File: config.mk
export PLATFORM = sky130hd
export DESIGN_NAME = fcic_top
export DESIGN_NICKNAME = d
export VERILOG_FILES = /design/src/rtl/fcic_pkg.sv /design/src/rtl/fcic_irq_req.sv /design/src/rtl/fcic_accum.sv /design/src/rtl/fcic_top.sv
export SDC_FILE = /design/constraint.sdc
export NUM_CORES = 2
export LEC_CHECK = 0
export BUFFER_PORTS_ARGS = -buffer_cell sky130_fd_sc_hd__buf_2
export CORE_ASPECT_RATIO = 0.9
export CORE_UTILIZATION = 65
export CTS_BUF_LIST = sky130_fd_sc_hd__clkbuf_8
export CTS_CLUSTER_DIAMETER = 200
export DETAILED_ROUTE_END_ITERATION = 8
export MAX_ROUTING_LAYER = met4
export PLACE_DENSITY = 0.92
export RECOVER_POWER = 50
export SKIP_LAST_GASP = 1
export SYNTH_ARGS = -nofsm -noshare
export SYNTH_HDL_FRONTEND = slang
export SYNTH_SLANG_ARGS = --single-unit
File: constraint.sdc
create_clock -name clk_i -period 11.46 [get_ports clk_i]
set_clock_uncertainty 0.05 [all_clocks]
set_input_delay 0 -clock clk_i [delete_from_list [all_inputs] [get_ports clk_i]]
set_output_delay 0 -clock clk_i [all_outputs]
set_load 0.02 [all_outputs]
File: src/rtl/fcic_pkg.sv
// Shared constants, field positions and carrier types of the filter interrupt and start block.
package fcic_pkg;

    // Register byte offsets on the Wishbone bus.
    localparam logic [7:0] OFS_CTRL_STATUS = 8'h00;
    localparam logic [7:0] OFS_TAP_COUNT   = 8'h04;
    localparam logic [7:0] OFS_SAMPLE_IN   = 8'h08;
    localparam logic [7:0] OFS_SAMPLE_OUT  = 8'h0C;
    localparam logic [7:0] OFS_PRIORITY    = 8'h10;
    localparam logic [7:0] OFS_IRQ_STATUS  = 8'h14;
    localparam logic [7:0] OFS_IRQ_MASK    = 8'h18;

    // Bit positions inside the control/status register.
    localparam int CTRL_IN_EMPTY_BIT  = 0;
    localparam int CTRL_OUT_FULL_BIT  = 1;
    localparam int CTRL_MODE_BIT      = 2;
    localparam int CTRL_IN_IRQ_EN_BIT = 10;
    localparam int CTRL_OUT_IRQ_EN_BIT = 11;

    // Bit positions of the two priority bits; bit a is the level's high bit.
    localparam int PRIO_BIT_A = 10;
    localparam int PRIO_BIT_B = 11;

    // Sticky event bits in the interrupt status and mask registers.
    localparam int EVT_IN_EMPTY = 0;
    localparam int EVT_OUT_FULL = 1;
    localparam int EVT_W        = 2;

    // Source numbers and vector offsets of the two data transfer requests.
    localparam logic [6:0] SRC_IN_EMPTY  = 7'h34;
    localparam logic [6:0] SRC_OUT_FULL  = 7'h35;
    localparam logic [7:0] VEC_IN_EMPTY  = 8'h68;
    localparam logic [7:0] VEC_OUT_FULL  = 8'h6A;

    // Reset values.
    localparam logic [31:0] CTRL_RESET      = 32'h0000_0000;
    localparam logic [31:0] PRIO_RESET      = 32'h0000_0000;
    localparam logic [31:0] TAP_COUNT_RESET = 32'h0000_0001;
    localparam logic [31:0] BUS_ZERO        = 32'h0000_0000;

    // One vectored request toward the core's interrupt logic.
    typedef struct packed {
        logic       req;
        logic [6:0] source;
        logic [7:0] vector;
        logic [1:0] level;
    } fcic_irq_s;

    // Sample engine states.
    typedef enum {ST_IDLE, ST_ACC, ST_OUT} fcic_state_e;

    // Merges write data into an old word under the Wishbone byte selects.
    function automatic logic [31:0] fcic_merge(input logic [31:0] old_w,
                                               input logic [31:0] new_w,
                                               input logic [3:0]  sel);
        logic [31:0] res;
        res = old_w;
        for (int b = 0; b < 4; b++) begin
            if (sel[b]) begin
                res[8*b +: 8] = new_w[8*b +: 8];
            end
        end
        return res;
    endfunction

endpackage

File: src/rtl/fcic_irq_req.sv
// One vectored data transfer request: flag gated by its enable, tagged with source and level.
`timescale 1ns/1ns
module fcic_irq_req #(
    parameter logic [6:0] SOURCE = 7'h00,
    parameter logic [7:0] VECTOR = 8'h00
) (
    input  wire logic              flag_i,
    input  wire logic              en_i,
    input  wire logic [1:0]        level_i,
    output fcic_pkg::fcic_irq_s    irq_o
);

    // The request is a pure level: it stands while flag and enable both stand, so it
    // drops by itself once the host services the data register.
    always_comb begin
        irq_o.req    = flag_i & en_i;
        irq_o.source = SOURCE;
        irq_o.vector = VECTOR;
        irq_o.level  = level_i;
    end

endmodule

File: src/rtl/fcic_accum.sv
// Sequential tap accumulator: sums count_i samples, one per clock, newest first.
`timescale 1ns/1ns
module fcic_accum #(
    parameter int DW = 24,
    parameter int AW = 6
) (
    input  wire logic          clk_i,
    input  wire logic          rst_i,
    input  wire logic          start_i,
    input  wire logic [AW:0]   count_i,
    input  wire logic [DW-1:0] data_i,
    output logic      [AW:0]   idx_o,
    output logic               done_o,
    output logic      [DW-1:0] sum_o
);

    logic          busy_reg;   // High while taps are being summed.
    logic [DW-1:0] acc_reg;    // Running sum; wraps, since coefficients are outside.

    // One tap per cycle keeps the memory to a single read port at the cost of latency.
    always_ff @(posedge clk_i) begin
        if (rst_i) begin
            busy_reg <= 1'b0;
            idx_o    <= '0;
            acc_reg  <= '0;
            done_o   <= 1'b0;
            sum_o    <= '0;
        end else begin
            done_o <= 1'b0;
            if (start_i) begin
                busy_reg <= 1'b1;
                idx_o    <= '0;
                acc_reg  <= '0;
            end else if (busy_reg) begin
                acc_reg <= acc_reg + data_i;
                idx_o   <= idx_o + 1'b1;
                // Last tap reached: publish the sum for one cycle.
                if (idx_o == count_i - 1'b1) begin
                    busy_reg <= 1'b0;
                    done_o   <= 1'b1;
                    sum_o    <= acc_reg + data_i;
                end
            end
        end
    end

endmodule

File: src/rtl/fcic_top.sv
// Filter coprocessor data transfer requests, start control and register slave.
`timescale 1ns/1ns
module fcic_top #(
    parameter int DW    = 24,
    parameter int DEPTH = 64
) (
    input  wire logic            clk_i,
    input  wire logic            rst_i,
    input  wire logic            wb_cyc_i,
    input  wire logic            wb_stb_i,
    input  wire logic            wb_we_i,
    input  wire logic [7:0]      wb_adr_i,
    input  wire logic [3:0]      wb_sel_i,
    input  wire logic [31:0]     wb_dat_i,
    output logic      [31:0]     wb_dat_o,
    output logic                 wb_ack_o,
    output fcic_pkg::fcic_irq_s  in_irq_o,
    output fcic_pkg::fcic_irq_s  out_irq_o,
    output logic                 dma_in_req_o,
    output logic                 dma_out_req_o,
    output logic                 irq_o
);

    localparam int AW = $clog2(DEPTH);

    logic [31:0]               filter_ctrl_status_reg; // Mode and enables; flags overlay.
    logic [31:0]               periph_priority_reg;    // Priority field at bits 10 and 11.
    logic [AW:0]               tap_count_reg;          // Taps, held within 1..DEPTH.
    logic [DW-1:0]             sample_in_reg;          // Sample waiting for the engine.
    logic [DW-1:0]             sample_out_reg;         // Last computed output.
    logic                      in_full_reg;            // Input register holds a sample.
    logic                      out_full_reg;           // Output register not yet read.
    logic [fcic_pkg::EVT_W-1:0] irq_status_reg;        // Sticky events.
    logic [fcic_pkg::EVT_W-1:0] irq_mask_reg;          // Event enables for irq_o.
    logic [DW-1:0]             filter_sample_memory [DEPTH]; // Sample history ring.
    logic [AW-1:0]             wr_ptr_reg;             // Next free slot of the ring.
    logic [AW:0]               fill_cnt_reg;           // Samples stored, saturating.
    logic [DW-1:0]             result_reg;             // Sum waiting for output room.
    logic                      start_reg;              // One-cycle accumulator start.
    fcic_pkg::fcic_state_e     state_reg;

    logic            bus_req;
    logic            wr_fire;
    logic            rd_fire;
    logic            take;
    logic            go;
    logic            load_out;
    logic [AW:0]     fill_next;
    logic [AW:0]     acc_idx;
    logic            acc_done;
    logic [DW-1:0]   acc_sum;
    logic [AW-1:0]   rd_addr;
    logic            input_buf_empty_flag;
    logic            output_buf_full_flag;
    logic            start_mode_select;
    logic            input_empty_irq_en;
    logic            output_full_irq_en;
    logic [1:0]      irq_level;

    // Keeps a software tap count within what the memory can hold.
    function automatic logic [AW:0] clamp_taps(input logic [31:0] v);
        if (v == 32'h0000_0000) begin
            return (AW+1)'(1);
        end else if (v > DEPTH) begin
            return (AW+1)'(DEPTH);
        end else begin
            return v[AW:0];
        end
    endfunction

    // Field views of the control and priority registers.
    assign input_buf_empty_flag = ~in_full_reg;
    assign output_buf_full_flag = out_full_reg;
    assign start_mode_select    = filter_ctrl_status_reg[fcic_pkg::CTRL_MODE_BIT];
    assign input_empty_irq_en   = filter_ctrl_status_reg[fcic_pkg::CTRL_IN_IRQ_EN_BIT];
    assign output_full_irq_en   = filter_ctrl_status_reg[fcic_pkg::CTRL_OUT_IRQ_EN_BIT];
    // Bit a is the high bit: 00 -> level 0 up to 11 -> level 3.
    assign irq_level = {periph_priority_reg[fcic_pkg::PRIO_BIT_A],
                        periph_priority_reg[fcic_pkg::PRIO_BIT_B]};

    // Wishbone: ack comes one cycle after the request; effects land on the ack edge.
    assign bus_req = wb_cyc_i & wb_stb_i;
    assign wr_fire = bus_req & wb_ack_o & wb_we_i;
    assign rd_fire = bus_req & wb_ack_o & ~wb_we_i;

    // Registered ack; it drops in the cycle after it was given.
    always_ff @(posedge clk_i) begin
        if (rst_i) begin
            wb_ack_o <= 1'b0;
        end else begin
            wb_ack_o <= bus_req & ~wb_ack_o;
        end
    end

    // Read data is captured as the ack rises; unmapped offsets read zero.
    always_ff @(posedge clk_i) begin
        if (rst_i) begin
            wb_dat_o <= fcic_pkg::BUS_ZERO;
        end else if (bus_req & ~wb_ack_o) begin
            case (wb_adr_i)
                fcic_pkg::OFS_CTRL_STATUS: begin
                    wb_dat_o <= filter_ctrl_status_reg;
                    wb_dat_o[fcic_pkg::CTRL_IN_EMPTY_BIT] <= input_buf_empty_flag;
                    wb_dat_o[fcic_pkg::CTRL_OUT_FULL_BIT] <= output_buf_full_flag;
                end
                fcic_pkg::OFS_TAP_COUNT:  wb_dat_o <= 32'(tap_count_reg);
                fcic_pkg::OFS_SAMPLE_IN:  wb_dat_o <= 32'(sample_in_reg);
                fcic_pkg::OFS_SAMPLE_OUT: wb_dat_o <= 32'(sample_out_reg);
                fcic_pkg::OFS_PRIORITY:   wb_dat_o <= periph_priority_reg;
                fcic_pkg::OFS_IRQ_STATUS: wb_dat_o <= 32'(irq_status_reg);
                fcic_pkg::OFS_IRQ_MASK:   wb_dat_o <= 32'(irq_mask_reg);
                default:                  wb_dat_o <= fcic_pkg::BUS_ZERO;
            endcase
        end
    end

    // Configuration registers; the two flag bits are read-only overlays.
    always_ff @(posedge clk_i) begin
        if (rst_i) begin
            filter_ctrl_status_reg <= fcic_pkg::CTRL_RESET;
            periph_priority_reg    <= fcic_pkg::PRIO_RESET;
            tap_count_reg          <= clamp_taps(fcic_pkg::TAP_COUNT_RESET);
            irq_mask_reg           <= '0;
        end else if (wr_fire) begin
            case (wb_adr_i)
                fcic_pkg::OFS_CTRL_STATUS: begin
                    filter_ctrl_status_reg <= fcic_pkg::fcic_merge(filter_ctrl_status_reg,
                                                                   wb_dat_i, wb_sel_i);
                end
                fcic_pkg::OFS_PRIORITY: begin
                    periph_priority_reg <= fcic_pkg::fcic_merge(periph_priority_reg,
                                                                wb_dat_i, wb_sel_i);
                end
                fcic_pkg::OFS_TAP_COUNT: begin
                    tap_count_reg <= clamp_taps(fcic_pkg::fcic_merge(32'(tap_count_reg),
                                                                     wb_dat_i, wb_sel_i));
                end
                fcic_pkg::OFS_IRQ_MASK: begin
                    irq_mask_reg <= wb_dat_i[fcic_pkg::EVT_W-1:0];
                end
                default: begin
                end
            endcase
        end
    end

    // Engine handshakes with the two data registers.
    assign take      = (state_reg == fcic_pkg::ST_IDLE) & in_full_reg;
    assign fill_next = (fill_cnt_reg >= tap_count_reg) ? fill_cnt_reg : fill_cnt_reg + 1'b1;
    // Mode set starts at once; mode clear waits until tap_count samples are stored.
    assign go        = start_mode_select | (fill_next >= tap_count_reg);
    assign load_out  = (state_reg == fcic_pkg::ST_OUT) & ~out_full_reg;

    // Input register: a bus write fills it, the engine empties it.
    // A write while full overwrites the pending sample, as on a one-deep register.
    always_ff @(posedge clk_i) begin
        if (rst_i) begin
            in_full_reg   <= 1'b0;
            sample_in_reg <= '0;
        end else if (wr_fire & (wb_adr_i == fcic_pkg::OFS_SAMPLE_IN)) begin
            in_full_reg   <= 1'b1;
            sample_in_reg <= wb_dat_i[DW-1:0];
        end else if (take) begin
            in_full_reg <= 1'b0;
        end
    end

    // Output register: the engine fills it, a bus read empties it.
    always_ff @(posedge clk_i) begin
        if (rst_i) begin
            out_full_reg   <= 1'b0;
            sample_out_reg <= '0;
        end else if (load_out) begin
            out_full_reg   <= 1'b1;
            sample_out_reg <= result_reg;
        end else if (rd_fire & (wb_adr_i == fcic_pkg::OFS_SAMPLE_OUT)) begin
            out_full_reg <= 1'b0;
        end
    end

    // Sample history; no reset, so stale contents remain until new samples overwrite them.
    always_ff @(posedge clk_i) begin
        if (take) begin
            filter_sample_memory[wr_ptr_reg] <= sample_in_reg;
        end
    end

    // Sample engine: store, count, accumulate, then wait for room in the output.
    always_ff @(posedge clk_i) begin
        if (rst_i) begin
            state_reg    <= fcic_pkg::ST_IDLE;
            wr_ptr_reg   <= '0;
            fill_cnt_reg <= '0;
            start_reg    <= 1'b0;
            result_reg   <= '0;
        end else begin
            start_reg <= 1'b0;
            // Rewriting the control register restarts the fill count for a new run.
            if (wr_fire & (wb_adr_i == fcic_pkg::OFS_CTRL_STATUS)) begin
                fill_cnt_reg <= '0;
            end else if (take) begin
                fill_cnt_reg <= fill_next;
            end
            case (state_reg)
                fcic_pkg::ST_IDLE: begin
                    if (take) begin
                        wr_ptr_reg <= wr_ptr_reg + 1'b1;
                        if (go) begin
                            start_reg <= 1'b1;
                            state_reg <= fcic_pkg::ST_ACC;
                        end
                    end
                end
                fcic_pkg::ST_ACC: begin
                    if (acc_done) begin
                        result_reg <= acc_sum;
                        state_reg  <= fcic_pkg::ST_OUT;
                    end
                end
                fcic_pkg::ST_OUT: begin
                    if (load_out) begin
                        state_reg <= fcic_pkg::ST_IDLE;
                    end
                end
                default: begin
                    state_reg <= fcic_pkg::ST_IDLE;
                end
            endcase
        end
    end

    // Newest sample sits just behind the write pointer; taps walk backwards.
    assign rd_addr = wr_ptr_reg - 1'b1 - acc_idx[AW-1:0];

    fcic_accum #(
        .DW (DW),
        .AW (AW)
    ) u_accum (
        .clk_i   (clk_i),
        .rst_i   (rst_i),
        .start_i (start_reg),
        .count_i (tap_count_reg),
        .data_i  (filter_sample_memory[rd_addr]),
        .idx_o   (acc_idx),
        .done_o  (acc_done),
        .sum_o   (acc_sum)
    );

    // Sticky events: the empty event on every take, the full event on every load.
    // Set wins over a same-cycle write-one-to-clear so no event is lost.
    always_ff @(posedge clk_i) begin
        if (rst_i) begin
            irq_status_reg <= '0;
        end else begin
            for (int i = 0; i < fcic_pkg::EVT_W; i++) begin
                if ((i == fcic_pkg::EVT_IN_EMPTY && take) ||
                    (i == fcic_pkg::EVT_OUT_FULL && load_out)) begin
                    irq_status_reg[i] <= 1'b1;
                end else if (wr_fire & (wb_adr_i == fcic_pkg::OFS_IRQ_STATUS) &
                             wb_sel_i[0] & wb_dat_i[i]) begin
                    irq_status_reg[i] <= 1'b0;
                end
            end
        end
    end

    assign irq_o = |(irq_status_reg & irq_mask_reg);

    // DMA requests follow the flags regardless of the interrupt enables.
    assign dma_in_req_o  = input_buf_empty_flag;
    assign dma_out_req_o = output_buf_full_flag;

    fcic_irq_req #(
        .SOURCE (fcic_pkg::SRC_IN_EMPTY),
        .VECTOR (fcic_pkg::VEC_IN_EMPTY)
    ) u_in_irq (
        .flag_i  (input_buf_empty_flag),
        .en_i    (input_empty_irq_en),
        .level_i (irq_level),
        .irq_o   (in_irq_o)
    );

    fcic_irq_req #(
        .SOURCE (fcic_pkg::SRC_OUT_FULL),
        .VECTOR (fcic_pkg::VEC_OUT_FULL)
    ) u_out_irq (
        .flag_i  (output_buf_full_flag),
        .en_i    (output_full_irq_en),
        .level_i (irq_level),
        .irq_o   (out_irq_o)
    );
endmodule

# == After elaboration in Yosys (flattened, before gate mapping) ==
# Memory sizes are Yosys's and may differ from the RTL's.
# Index checks and enable logic that the tools add are counted.
# word_totals
reg_bits,285
output_inout_bits,72
ram_bits,1536
memories,1
word_cells,146
inputBits,49
# memory_table
memory,depth,width,rd,rd_clocked_by_memory_dff,write_ports,line_no,text
filter_sample_memory,64,24,1,0,1,fcic_top.sv:35,logic [DW-1:0] filter_sample_memory [DEPTH];
# op_classes
n_eq_ne,14
muxes,40
order_cmp,3
bitwise_logic,26
n_addsub,7
reduce_logical,27
# op_table
cell,n
32-bit one-hot mux with 7 select lines,1
32-bit 2-to-1 mux,4
8-bit 2-to-1 mux,16
32-bit logical NOT,3
32-bit one-hot mux with 3 select lines,1
"32-bit by 1-bit equality test with 1-bit output, second input constant",1
"32-bit by 2-bit equality test with 1-bit output, second input constant",1
"32-bit by 3-bit equality test with 1-bit output, second input constant",1
"32-bit by 7-bit > comparator with 1-bit output, second input constant",1
3-bit AND reduction,9
24-bit adder,1
"8-bit by 5-bit equality test with 1-bit output, second input constant",3
7-bit 2-to-1 mux,3
1-bit bitwise AND,16
"8-bit by 4-bit equality test with 1-bit output, second input constant",2
1-bit 2-to-1 mux,15
"7-bit by 1-bit adder with 7-bit output, second input constant",2
7-bit >= comparator,2
"8-bit by 3-bit equality test with 1-bit output, second input constant",1
8-bit logical NOT,1
1-bit NOT,8
2-bit AND reduction,4
2-bit nonzero test,4
7-bit equality test,1
11 further kinds,16

# == Longest topological paths before layout ==
# depth
word_depth,8
depth_mapped,23
ltp_nobuf,21

# == Modules after synthesis ==
# From an unflattened synthesis, not the netlist that was laid out.
# hier_totals
cells_unflattened,4267
area_unflattened_um2,71782.6
# modules_own_cells
module,cells_per_inst,instances,area_each_um2
fcic_top,3806,1,67868.8
fcic_accum,421,1,3631.0
fcic_irq_req,20,2,141.4

# == Worst setup path before layout ==
# OpenSTA, ideal clock, no wires.
# synth_timing
path_type,register -> register
start,register u_accum.idx_o[0]
end,register u_accum.acc_reg[14]
stages_incl_launch_ff,23
setup_ps,115
t_arrival_ps,5088
period_less_slack_ps,5253
slack_ps,6207
path_cell_list,dfxtp_1 > inv_1 > ha_1 > fa_1 > buf_2 > clkbuf_1 > buf_1 > mux4_2 > mux4_2 > and2_1 > a211oi_1 > a21oi_1 > ha_1 > inv_1 > fa_1 > nor2b_1 > o21ai_0 > a21boi_0 > o21ai_1 > a2bb2oi_1 > o221ai_1 > mux2i_1 > o21a_1
# synth_between
elab_chain_len,3
# synth_rtl
element,line_no,text
"start, declared",fcic_accum.sv:12,"output logic [AW:0] idx_o,"
"start signal, assigned",fcic_accum.sv:36,idx_o <= idx_o + 1'b1;
6-bit subtractor,fcic_top.sv:233,assign rd_addr = wr_ptr_reg - 1'b1 - acc_idx[AW-1:0];
memory read 64 x 24 bit,-,
24-bit adder,fcic_accum.sv:35,acc_reg <= acc_reg + data_i;
"end signal, assigned",fcic_accum.sv:35,
"end, declared",fcic_accum.sv:18,logic [DW-1:0] acc_reg;
# No other way between the ends.
# A chain may end at the register's enable or synchronous reset.

# == Final worst setup path ==
# layout_timing
start,input port rst_i
end,register periph_priority_reg[7]
# layout_rtl
element,line_no,text
"start, declared",fcic_top.sv:8,"input wire logic rst_i,"
"end signal, assigned",fcic_top.sv:121,periph_priority_reg <= fcic_pkg::PRIO_RESET;
"end signal, assigned",fcic_top.sv:131,"periph_priority_reg <= fcic_pkg::fcic_merge(periph_priority_reg,"
"end, declared",fcic_top.sv:27,logic [31:0] periph_priority_reg;
# No word-level cell between the ends.

==> summary.txt <==
GRT
  • GRT Overall Usage: 38.42%
  • Gr ovfl total: 0
  • Largest net degree at the start of global routing: 133
  • First-pass GRT wire length: 290.1 mm
  • Antenna violations before repair: 15
  • Vias in the first global route: 42.16k

Logic synthesis
  • Async set-reset flop share out of synthesis: 0%
  • Synth Cell Area: 71240 µm²
  • Post-synth top flop: edfxtp_1
  • Yosys reg bits: 1789
  • Yosys warns: 0
  • Syn Inst Count: 3889
  • Top cell type's share of synthesized area: 64.74%
  • EDFF count, synth: 1536
  • Distinct cells, synth: 84
  • Commonest cells post-synth: 1536 x edfxtp_1, 477 x mux4_2, 347 x nand2_1
  • Post-synthesis sequential area ratio: 71.85%
  • Top-count cell post-synth: edfxtp_1
  • Largest area contributor in the netlist: edfxtp_1
  • Syn avg cell area: 18.32 µm²
  • Largest cells by area after synthesis: edfxtp_1 65%, mux4_2 15%, dfxtp_1 7.1%, nand2_1 1.8%, a21oi_1 1.7%

Clock tree
  • Clock transition at path regs: 60 ps
  • H-tree depth: 5
  • Deepest clock path buffer count: 4
  • Root Driver: clkbuf_8
  • Sinks on Clock Net: 1789
  • Post-CTS sizing: 0
  • Clock latency on the worst-skew pair: 940 ps
  • TritonCTS clock tree: done
  • TritonCTS Buffers: 286

Floorplanning
  • Core Area: 108000 µm²
  • Io pins: 121
  • Die height: 316.1 µm
  • Initial Util: 65.98%
  • Rows: 114
  • Die Footprint: 110900 µm²
  • Die width: 351.0 µm

Worst setup path
  • Slowest stage delay, CP: 4310 ps
  • Worst reg2reg setup slack: 3500 ps
  • Worst EP arrival: 8710 ps
  • CP Buf/Inv Count: 4
  • Reg2Reg Depth: 20
  • Cells along the critical path: dlygate4sd3_1, clkbuf_1, clkbuf_1, a21oi_1, dlygate4sd3_1
  • Setup crit start kind: input pin
  • Reg2reg start: u_accum.idx_o[0]
  • CP required: 12210 ps
  • Crit-path leading delay family: buffers and inverters
  • CP Capture Type: flip-flop
  • Crit Path Max Fanout: 132
  • RR Endpoint: u_accum.sum_o[14]
  • Crit path kind: in2reg
  • CP max-delay cell: clkbuf_1

Power
  • Sw power: 2.484 mW
  • Internal power: 9.419 mW
  • Seq pwr share: 58.5%
  • Max VDD drop: 0.00009655 V
  • LEAKAGE: 26.16 nW
  • Power share of the clock group: 40.8%
  • Pwr dens: 150.2 nW/µm²
  • Switching Fraction: 20.87%
  • Comb pwr share: 0.7%

Run status
  • Status: finished, violations left
  • Failing checks: max-capacitance violations, max-slew violations

Routing
  • DRT iter0 DRCs: 8367
  • WL met3: 30.97 mm
  • Vias: 42.27k
  • Highest Signal Layer: met4
  • WL/cell: 34.23 µm
  • Via density: 7.143
  • Detailed Routing Iterations Pass 1: 9
  • Metal2 WL: 92.33 mm
  • Residual DRC: 0
  • Antenna-violating nets left: 0
  • Wl on met1: 63.94 mm
  • Final WL: 202.6 mm

Placement
  • Area after DPL: 73480 µm²
  • Port bufs: 90
  • Gpl congestion: 0.9549
  • Post-DP HPWL: 110.5 mm

Min path
  • Worst Hold Path Cells: 5
  • HP Class: in2reg
  • HP Start: wb_dat_i[0]
  • Hold Path Sink: irq_status_reg[0]

Flow run
  • Max Cap Viol: 30

STA
  • Slew Viols, Final: 1915
  • FMAX: 0.1256 GHz
  • Rel. slew slack: -315.5%
  • Hold violation count in the final report: 0
  • Fin crit period: 7962 ps
  • Unrepaired setup endpoints after global routing: no
  • Setup TNS: 0 ps
  • Slew @ Worst Pin: 6233 ps
  • Setup violators final: 0
  • Crit share post-route: 69.48%

Finish
  • FILL cells: 5450
  • Final nets: 4359
  • Final instance area: 79230 µm²
  • Area grow syn2layout: 11.22%
  • Max FFs per register: 1536
  • Share of post-route cells with drive strength above 1: 23.61%
==> area by class of cell <==
cell class / count / area (µm²) / share of cell area (%)
Multi-Input combinational cell: 1846 / 18920 / 23.88
Clock inverter: 179 / 723.2 / 0.9127
Clock buffer: 303 / 4170 / 5.263
Timing Repair Buffer: 303 / 2242 / 2.830
Antenna cell: 12 / 30.03 / 0.03790
Inverter: 35 / 131.4 / 0.1658
Sequential cell: 1789 / 51200 / 64.62
Tap cell: 1450 / 1814 / 2.290
==> layer usage <==
metal | track usage (%) | vias to the layer above
li1 | - | 16260
met1 | 48.33 | 20720
met2 | 56.14 | 4242
met3 | 11.03 | 1045
met4 | 22.96 | 0
met5 | - | -
==> through the flow <==
| step | hold slack [ps] | std cells | power (mW) | utilization, % | setup slack [ps] |
|---|---|---|---|---|---|
| CTS | 34.08 | 5905 | 11.90 | 73.53 | 4018 |
| floorplan | 86.04 | 3917 | 7.142 | - | 6207 |
| global placement | 220.4 | 5321 | 7.157 | 68.05 | 4202 |
| finish | 120.3 | 5917 | 11.90 | 73.38 | 3498 |
| global route | 126.2 | 5916 | 12.19 | 73.38 | 3178 |
| detailed placement | 229.5 | 5321 | 7.158 | 68.05 | 4065 |
==> how the worst max path moves through the flow <==
stage               slack [ps]                      to  depth (start not counted)              from
finish                    3500  periph_priority_reg[7]                          5             rst_i
global route              3180  periph_priority_reg[9]                          5             rst_i
CTS                       4020     u_accum.acc_reg[14]                         18  u_accum.idx_o[0]
detailed placement        4060       u_accum.sum_o[23]                         18  u_accum.idx_o[0]
global placement          4200     u_accum.acc_reg[14]                         21  u_accum.idx_o[0]
floorplan                 6210     u_accum.acc_reg[14]                         22  u_accum.idx_o[0]
==> power groups by stage <==
stage               registers (mW)  clock network (mW)  logic, mW
detailed placement            7.10                   0     0.0555
finish                        6.96                4.85     0.0863
global placement              7.10                   0     0.0548
CTS                           6.96                4.86     0.0793
floorplan                     7.10                   0     0.0394
global route                  6.96                5.15     0.0888
==> logic make-up (layout without fill, tap and decap cells) <==
group | count (synthesis) | after routing | synth area share, %
fa+ha+maj | 50 | 50 | 0.8957
xor+xnor | 47 | 47 | 0.6604
other cells | 2 | 42 | 0.01054
simple gates | 701 | 701 | 4.277
buf+inv | 282 | 820 | 2.036
compound gates | 455 | 455 | 3.946
flops | 1789 | 1789 | 71.85
mux | 563 | 563 | 16.32
==> worst min-delay path: stages <==
cell and delay [ps]:
dlygate4sd3_1 540, buf_2 160, inv_1 90, o21ai_0 100, a21oi_1 150
==> placed cells by master (no fill, tap or decap), drive strengths merged, types with 5 or more instances in the layout <==
cell         instances
inv                128
clkinv              83
nand4               10
mux2                10
nor2               196
mux4               477
and3                 8
clkbuf             371
a211oi              40
o21ai               35
edfxtp            1536
nand3               24
xor2                14
conb                30
a21o                23
a21oi              244
o21a                 5
dfxtp              253
a222oi               6
o31ai                5
dlygate4sd3        102
nor3                19
ha                  47
or3                 12
nand3b               5
nor2b               11
buf                133
nand2              347
and2                39
mux2i               76
nor4                 8
diode               12
a22oi               56
o211ai               6
xnor2               32
==> what timing repair did <==
action | CTS | global route
buffers inserted | 0 | 0
hold endpoints to repair | 212 | 0
hold buffers | 102 | 0
Note: power is estimated with default switching activity, not from simulation.
